==> config.mk <==
export PLATFORM = sky130hd
export DESIGN_NAME = prioritized_interrupt_controller
export DESIGN_NICKNAME = d
export VERILOG_FILES = /design/src/fix_note_unused.sv /design/src/irq_ctrl_pkg.sv /design/src/irq_priority_pick.sv /design/src/irq_sfr_port.sv /design/src/prioritized_interrupt_controller.sv
export VERILOG_INCLUDE_DIRS = /design/src
export SDC_FILE = /design/constraint.sdc
export NUM_CORES = 1
export LEC_CHECK = 0
export BUFFER_PORTS_ARGS = -buffer_cell sky130_fd_sc_hd__clkbuf_2
export CORE_UTILIZATION = 40
export CTS_BUF_LIST = sky130_fd_sc_hd__clkbuf_4 sky130_fd_sc_hd__clkbuf_8 sky130_fd_sc_hd__clkbuf_16
export CTS_CLUSTER_DIAMETER = 50
export CTS_CLUSTER_SIZE = 8
export DETAILED_ROUTE_END_ITERATION = 16
export GPL_TIMING_DRIVEN = 0
export PLACE_DENSITY = 0.69
export SETUP_SLACK_MARGIN = 0.4
export SLEW_MARGIN = 0
export SYNTH_ARGS = -nofsm -noshare
export SYNTH_HDL_FRONTEND = slang
export SYNTH_SLANG_ARGS = --single-unit
==> constraint.sdc <==
create_clock -name clk_in -period 3.55 [get_ports clk_in]
set_input_delay 0.355 -clock clk_in [delete_from_list [all_inputs] [get_ports clk_in]]
set_output_delay 0.355 -clock clk_in [all_outputs]
set_load 0.01 [all_outputs]
==> src/irq_ctrl_regs.svh <==
// Register offsets, field positions, reset values and constants of the interrupt controller
// How it works
// Source request sets its latch; enabled asks CPU
// Acceptance clears the serviced source's latch
// Reset clears every request latch
// Software writes of one never set latches
// Latches readable at two bytes, individually clearable
// Software keeps trap and watchdog latches set
// Software clears latches with plain loads
// Master flag low blocks all maskable sources
// Acceptance saves master flag, then clears it
// Return instructions reload saved master flag
// Master flag is bit 0, resets low
// Enable flags 4 to 15 gate, reset low
// Non-maskable sources ignore every enable flag
// Fixed priority among maskables; non-maskables unranked, here ranked by index too
// Vectors FFFC shared, FFFA trap, FFF8 watchdog
// Maskable vectors FFF6 down to FFE0
// Selector bit picks timer four or external three
// Unselected shared source requests are discarded
// Software sets selector before shared sources fire
// Software writes zero to selector bit 5
// Software drops master flag around flag edits; the bench leaves it as it is
// Enable bytes survive read-modify-write bit operations
// Trap and watchdog pass only when selected
// Latched request holds until accepted or cleared
// Acceptance follows instruction end, eight machine cycles
// Maskable request needs latch, flag, master, extra
`ifndef IRQ_CTRL_REGS_SVH
`define IRQ_CTRL_REGS_SVH

`define ENABLE_LOW_ADDR   8'h3A
`define ENABLE_HIGH_ADDR  8'h3B
`define PENDING_LOW_ADDR  8'h3C
`define PENDING_HIGH_ADDR 8'h3D
`define SRC_SELECT_ADDR   8'h3E

`define MASTER_BIT        0
`define LEVEL12_CHOICE_BIT 4
`define SELECT_FORBIDDEN_BIT 5

`define LATCH_RESET       16'h0000
`define ENABLE_RESET      16'h0000
`define MASTER_RESET      1'b0
`define CHOICE_RESET      1'b0

`define TOP_VECTOR        16'hFFFE
`define TRAP_LATCH        4'h2
`define WATCHDOG_LATCH    4'h3
`define FIRST_MASKABLE    4'h4
`define SHARED_LATCH      4'hB

`define ACCEPT_MACHINE_CYCLES 8

`endif

==> src/fix_note_unused.sv <==
// Intentionally empty

==> src/irq_ctrl_pkg.sv <==
// Types and the vector helper function shared by the interrupt controller files
package irq_ctrl_pkg;
  `include "irq_ctrl_regs.svh"

  typedef logic [3:0]  src_idx_t;
  typedef logic [15:0] vector_t;

  // Vector of a source index: two bytes per step below the reset vector
  function automatic vector_t vector_of(input src_idx_t idx);
    vector_of = `TOP_VECTOR - {11'h000, idx, 1'b0};
  endfunction

  // Arbiter state
  typedef struct packed {
    logic     hit_ff;
    src_idx_t idx_ff;
  } pick_s;

  // Register-read port state
  typedef struct packed {
    logic [7:0] rdata_ff;
  } sfr_s;

  // Controller state
  typedef struct packed {
    logic [15:0] latch_ff;
    logic [15:0] enable_ff;
    logic        master_ff;
    logic        choice_ff;
    logic        req_ff;
    src_idx_t    idx_ff;
    vector_t     vec_ff;
    logic        saved_master_ff;
  } ctrl_s;
endpackage

==> src/irq_priority_pick.sv <==
// Fixed-priority pick of the lowest numbered active request
`timescale 1ns/1ps
module irq_priority_pick import irq_ctrl_pkg::*; (
  input  wire logic [15:0] active_in,
  output logic             hit_out,
  output src_idx_t         idx_out
);
  pick_s cur;

  // Lowest index wins, also among the non-maskable sources 1..3
  always_comb begin
    cur.hit_ff = 1'b0;
    cur.idx_ff = 4'h0;
    for (int i = 15; i >= 1; i--) begin
      if (active_in[i]) begin
        cur.hit_ff = 1'b1;
        cur.idx_ff = src_idx_t'(i);
      end
    end
  end

  assign hit_out = cur.hit_ff;
  assign idx_out = cur.idx_ff;
endmodule

==> src/irq_sfr_port.sv <==
// Register-read multiplexer with a registered read data output
`timescale 1ns/1ps
`include "irq_ctrl_regs.svh"
module irq_sfr_port import irq_ctrl_pkg::*; (
  input  wire logic        clk_in,
  input  wire logic        rst_n_in,
  input  wire logic        rd_in,
  input  wire logic [7:0]  addr_in,
  input  wire logic [15:0] latch_in,
  input  wire logic [15:0] enable_in,
  input  wire logic        master_in,
  input  wire logic        choice_in,
  output logic [7:0]       rdata_out
);
  sfr_s cur_ff;
  sfr_s nxt_cur;

  // Reserved bits read zero; data held between reads
  always_comb begin
    nxt_cur = cur_ff;
    if (rd_in) begin
      case (addr_in)
        `ENABLE_LOW_ADDR:   nxt_cur.rdata_ff = {enable_in[7:4], 3'h0, master_in};
        `ENABLE_HIGH_ADDR:  nxt_cur.rdata_ff = enable_in[15:8];
        `PENDING_LOW_ADDR:  nxt_cur.rdata_ff = {latch_in[7:2], 2'h0};
        `PENDING_HIGH_ADDR: nxt_cur.rdata_ff = latch_in[15:8];
        `SRC_SELECT_ADDR:   nxt_cur.rdata_ff = {3'h0, choice_in, 4'h0};
        default:            nxt_cur.rdata_ff = 8'h00;
      endcase
    end
  end

  always_ff @(posedge clk_in or negedge rst_n_in) begin
    if (!rst_n_in) begin
      cur_ff <= '0;
    end else begin
      cur_ff <= nxt_cur;
    end
  end

  assign rdata_out = cur_ff.rdata_ff;
endmodule

==> src/prioritized_interrupt_controller.sv <==
// Interrupt latches, enable flags, source select and CPU request logic
`timescale 1ns/1ps
`include "irq_ctrl_regs.svh"
module prioritized_interrupt_controller import irq_ctrl_pkg::*; (
  input  wire logic        clk_in,
  input  wire logic        rst_n_in,
  // Special-function register access
  input  wire logic [7:0]  sfr_addr_in,
  input  wire logic        sfr_wr_in,
  input  wire logic        sfr_rd_in,
  input  wire logic [7:0]  sfr_wdata_in,
  output logic [7:0]       sfr_rdata_out,
  // CPU handshake
  input  wire logic        master_on_instr_in,
  input  wire logic        master_off_instr_in,
  input  wire logic        return_instr_in,
  input  wire logic        restored_master_in,
  input  wire logic        irq_accept_in,
  output logic             irq_request_out,
  output logic [15:0]      irq_vector_out,
  output logic [3:0]       irq_source_out,
  output logic             saved_master_out,
  // Non-maskable sources
  input  wire logic        software_trap_irq_in,
  input  wire logic        bad_opcode_irq_in,
  input  wire logic        fetch_area_trap_irq_in,
  input  wire logic        trap_output_select_in,
  input  wire logic        watchdog_irq_in,
  input  wire logic        watchdog_output_select_in,
  // Maskable sources
  input  wire logic        ext_irq_zero_in,
  input  wire logic        ext_zero_pin_enable_in,
  input  wire logic        ext_irq_one_in,
  input  wire logic        time_base_irq_in,
  input  wire logic        timer1_irq_in,
  input  wire logic        serial_receive_irq_in,
  input  wire logic        serial_transmit_irq_in,
  input  wire logic        timer3_irq_in,
  input  wire logic        timer4_irq_in,
  input  wire logic        ext_irq_three_in,
  input  wire logic        converter_done_irq_in,
  input  wire logic        serial_expansion_irq_in,
  input  wire logic        ext_irq_four_in,
  input  wire logic        ext_irq_five_in
);
  ctrl_s       cur_ff;
  ctrl_s       nxt_cur;
  logic [15:0] set_vec;
  logic [15:0] active;
  logic        pick_hit;
  src_idx_t    pick_idx;
  logic        accept;
  logic        wr_en_low;
  logic        wr_en_high;
  logic        wr_pend_low;
  logic        wr_pend_high;
  logic        wr_select;

  // One write strobe per register; shared so every decode reads alike
  function automatic logic wr_hit(input logic       wr,
                                  input logic [7:0] addr,
                                  input logic [7:0] target);
    wr_hit = wr && (addr == target);
  endfunction

  // Hardware set requests per latch; bits 0 and 1 have no latch
  always_comb begin
    set_vec     = 16'h0000;
    set_vec[2]  = fetch_area_trap_irq_in & ~trap_output_select_in;
    set_vec[3]  = watchdog_irq_in & ~watchdog_output_select_in;
    set_vec[4]  = ext_irq_zero_in;
    set_vec[5]  = ext_irq_one_in;
    set_vec[6]  = time_base_irq_in;
    set_vec[7]  = timer1_irq_in;
    set_vec[8]  = serial_receive_irq_in;
    set_vec[9]  = serial_transmit_irq_in;
    set_vec[10] = timer3_irq_in;
    // Unselected partner is dropped, never latched
    set_vec[11] = cur_ff.choice_ff ? ext_irq_three_in : timer4_irq_in;
    set_vec[12] = converter_done_irq_in;
    set_vec[13] = serial_expansion_irq_in;
    set_vec[14] = ext_irq_four_in;
    set_vec[15] = ext_irq_five_in;
  end

  // Requests offered to the arbiter
  always_comb begin
    active    = 16'h0000;
    active[1] = software_trap_irq_in | bad_opcode_irq_in;
    active[2] = cur_ff.latch_ff[2];
    active[3] = cur_ff.latch_ff[3];
    // Maskable: latch, own flag, master flag, plus pin enable for source 4
    active[15:4] = cur_ff.latch_ff[15:4] & cur_ff.enable_ff[15:4]
                   & {12{cur_ff.master_ff}};
    active[4] = active[4] & ext_zero_pin_enable_in;
  end

  irq_priority_pick u_pick (
    .active_in (active),
    .hit_out   (pick_hit),
    .idx_out   (pick_idx)
  );

  // Register write strobes
  assign wr_en_low    = wr_hit(sfr_wr_in, sfr_addr_in, `ENABLE_LOW_ADDR);
  assign wr_en_high   = wr_hit(sfr_wr_in, sfr_addr_in, `ENABLE_HIGH_ADDR);
  assign wr_pend_low  = wr_hit(sfr_wr_in, sfr_addr_in, `PENDING_LOW_ADDR);
  assign wr_pend_high = wr_hit(sfr_wr_in, sfr_addr_in, `PENDING_HIGH_ADDR);
  assign wr_select    = wr_hit(sfr_wr_in, sfr_addr_in, `SRC_SELECT_ADDR);
  assign accept       = irq_accept_in && cur_ff.req_ff;

  // Next state; within a cycle the hardware set always wins over any clear
  always_comb begin
    nxt_cur = cur_ff;
    // Writes only clear: a one leaves the latch as it was
    if (wr_pend_low) begin
      nxt_cur.latch_ff[7:2] = cur_ff.latch_ff[7:2] & sfr_wdata_in[7:2];
    end
    if (wr_pend_high) begin
      nxt_cur.latch_ff[15:8] = cur_ff.latch_ff[15:8] & sfr_wdata_in;
    end
    if (accept && (cur_ff.idx_ff >= `TRAP_LATCH)) begin
      nxt_cur.latch_ff[cur_ff.idx_ff] = 1'b0;
    end
    nxt_cur.latch_ff = (nxt_cur.latch_ff | set_vec) & 16'hFFFC;
    // Enable flags are plain storage, so bit operations are safe
    if (wr_en_low) begin
      nxt_cur.enable_ff[7:4] = sfr_wdata_in[7:4];
      nxt_cur.master_ff      = sfr_wdata_in[`MASTER_BIT];
    end
    if (wr_en_high) begin
      nxt_cur.enable_ff[15:8] = sfr_wdata_in;
    end
    if (wr_select) begin
      nxt_cur.choice_ff = sfr_wdata_in[`LEVEL12_CHOICE_BIT];
    end
    if (master_on_instr_in) begin
      nxt_cur.master_ff = 1'b1;
    end
    if (master_off_instr_in) begin
      nxt_cur.master_ff = 1'b0;
    end
    if (return_instr_in) begin
      nxt_cur.master_ff = restored_master_in;
    end
    // Acceptance outranks every other master flag change
    if (accept) begin
      nxt_cur.saved_master_ff = cur_ff.master_ff;
      nxt_cur.master_ff       = 1'b0;
    end
    // Registered request; one-cycle lag behind flag changes
    nxt_cur.req_ff = pick_hit;
    nxt_cur.idx_ff = pick_idx;
    nxt_cur.vec_ff = pick_hit ? vector_of(pick_idx) : cur_ff.vec_ff;
  end

  // Reset clears latches, flags and the request
  always_ff @(posedge clk_in or negedge rst_n_in) begin
    if (!rst_n_in) begin
      cur_ff.latch_ff        <= `LATCH_RESET;
      cur_ff.enable_ff       <= `ENABLE_RESET;
      cur_ff.master_ff       <= `MASTER_RESET;
      cur_ff.choice_ff       <= `CHOICE_RESET;
      cur_ff.req_ff          <= 1'b0;
      cur_ff.idx_ff          <= 4'h0;
      cur_ff.vec_ff          <= `TOP_VECTOR;
      cur_ff.saved_master_ff <= 1'b0;
    end else begin
      cur_ff <= nxt_cur;
    end
  end

  irq_sfr_port u_sfr (
    .clk_in    (clk_in),
    .rst_n_in  (rst_n_in),
    .rd_in     (sfr_rd_in),
    .addr_in   (sfr_addr_in),
    .latch_in  (cur_ff.latch_ff),
    .enable_in (cur_ff.enable_ff),
    .master_in (cur_ff.master_ff),
    .choice_in (cur_ff.choice_ff),
    .rdata_out (sfr_rdata_out)
  );

  assign irq_request_out  = cur_ff.req_ff;
  assign irq_vector_out   = cur_ff.vec_ff;
  assign irq_source_out   = cur_ff.idx_ff;
  assign saved_master_out = cur_ff.saved_master_ff;
endmodule

==> results.ini <==
[floorplan]
core_area_um2=6350
start_util_pct=41.4
die_h_um=83.1
die-area_um2=6900
die_w_um=83.1
ios=75
rows=29

[worst_setup_path]
path_cells=a22oi_1 > a41oi_1 > nor4_1 > a311oi_1
cp_num_buf_inv=0
end_kind=register
required_ps=3770
r2r_slack_ps=1940
cp.depth=4
crit_fanout=4
r2r_cells=4
crit_path_start=cur_ff[32]
critical_path_class=reg2reg
startpoint_type=register
r2r-end=irq_vector_out[1]
slowest_delay_ps=430
arrival_ps=1840
critPathCapture=irq_vector_out[1]
crit_slowest_cell=dfrtp_1
path_delay_family=compound AO/OA/AOI/OAI gates
reg2reg_from=cur_ff[32]

[pwr]
irDropWorstVdd_v=0.000222
powerDensity_nw_per_um2=354
total_power_w=0.00113
p_leak_nw=1.47

[logic_synthesis]
ys_ff_latch=46
syn_area_per_cell_um2=10.3
synth_warnings=0
synthTopCellsByArea=dfrtp_1 40%, mux2_4 6.9%, buf_4 6.3%
yosys.area.top_type=dfrtp_1
netlist_instances=255
synth_flop_cell=dfrtp_1
synth.most_common_cell=dfrtp_1
synth_common_cells=42 x dfrtp_1, 22 x buf_4, 20 x nand2_1
async_flop_share_pct=100
synth_top_area_share_pct=40.0
synth_area_um2=2630
seq_area_frac_synth_pct=44.0
synth_edf_count=0
synth_cell_types=52

[finish]
n_fill_cell=632
multi_input_area_um2=1250
drive_gt1_share_pct=35.3
num_antenna_cells=0
areaGrowthSynthToFinish_pct=20.7
regArea_um2=1160
finalNetCount=375

[routing]
wl_per_cell_um=16.0
drc=2
via_count=2165
routed_wl_mm=6.52
first_pass_iters=10
routed_via_density=5.31
drt_first_iter_violations=113
ant_nets=0

[timing]
final.period_utilization_pct=45.4
timing.hold.ws_ps=220
period_minus_slack_ps=1610
hold_violations=0
slew_headroom_pct=24.5
slew_violations=0
final.setup.tns_ps=0
fin_skew_ps=7.70
worst_pin_slew_ps=1130
finalSetupViolCount=0
rsz0062_at_grt=no
timing.fmax_mhz=620

[global_route]
grt_usage_pct=20.2
grt.overflow.total=0
antenna_found_initial=0
grt_pass1_wl_mm=10.7
grt_max_degree=47
grt_pass1_vias=2112

[clock_network]
clk_pin_slew_ps=90
ctsRootBufferMaster=clkbuf_8
clkLatencyLatePin_ps=310
ctsResizeCount=0
hold_buffers=0
cts_setup_buffers=0
cts_tree=done
cts_sinks=46
cts-buffers-inserted=5
clock_path_buffers=2
htreeDepth=2

[worst_hold_path]
hold_class=in2reg

[place]
io_buffer_count=58
dpl.hpwl_mm=4.98
routabilityCongestion=0.887

[flow_run]
drv_cap=0

[outcome]
violations=DRC
outcome=complete, but fails checks

-- layout make-up --
cell class,instances,share of cell area (%)
buffer,29,6.74
sequential,46,36.4
tap,77,3.04
clock buffer,7,2.84
multi-input combinational,178,39.5
clock inverter,1,0.946
inverter,12,1.42
timing repair buffer,58,9.14
-- cell families (layout without fill, tap and decap cells) --
group                  Yosys count  count (layout)  share of synthesized area [%]
and+or+nand+nor                 70              70                           15.0
AOI/OAI and AO/OA               71              71                           19.0
muxes                           25              25                           11.8
buffers and inverters           41             107                           9.85
other                            2              12                          0.286
DFF                             46              46                           44.0
-- cells in the final DEF, fill, tap and decap left out, types with 5 or more instances in the layout --
cell      Yosys  routed
o221ai_1      8       8
nor3_1        7       7
a31oi_1       5       5
nor2_1        9       9
mux2_4       12      12
inv_1        12      12
clkbuf_8      0       6
a21oi_1       8       8
nand2b_1     11      11
clkbuf_2      1      59
conb_1        2      12
nand2_1      20      20
o21ai_0      10      10
o21bai_1      5       5
buf_4        22      22
o22ai_1       9       9
dfrtp_1      42      42
mux2i_1      12      12
-- stage by stage --
stage / setup slack (ps) / cell area, um2 / std cells / util, %
after global routing: 1820 / 3170 / 408 / 50.0
after global placement: 1770 / 3050 / 400 / 48.1
after floorplan: 2000 / 2670 / 265 / -
after CTS: 1970 / 3170 / 408 / 50.0
after detailed placement: 1750 / 3050 / 400 / 48.1
final: 1940 / 3170 / 408 / 50.0
-- sequential cells by signal, indices dropped and copies added, names as in the netlist --
name	cells
active	2
cur_ff	26
irq_request_out	1
irq_source_out	4
irq_vector_out	4
saved_master_out	1
u_sfr.rdata_out	8
-- power by group --
group          switching (W)  total (W)  internal, W
combinational      0.0000798   0.000152    0.0000727
sequential         0.0000152   0.000554     0.000539
clock               0.000181   0.000419     0.000237
-- how the worst min path moves through the flow --
| stage | start | endpoint | slack (ps) | depth (start not counted) |
|---|---|---|---|---|
| final | serial_expansion_irq_in | cur_ff[53] | 220 | 2 |
| after global routing | watchdog_output_select_in | active[3] | 210 | 2 |
| after CTS | trap_output_select_in | active[2] | 210 | 2 |
| after detailed placement | saved_master_out | saved_master_out | 480 | 2 |
| after global placement | saved_master_out | saved_master_out | 480 | 2 |
| after floorplan | rst_n_in | active[2] | 60 | 0 |
-- routing by layer --
metal	GRT usage, %	up-vias	wire, um
li1	-	1052	-
met1	27.4	1026	2970
met2	32.0	77	3030
met3	3.28	10	407
met4	8.62	0	121
met5	0	-	0
(Power assumes the default switching activity.)
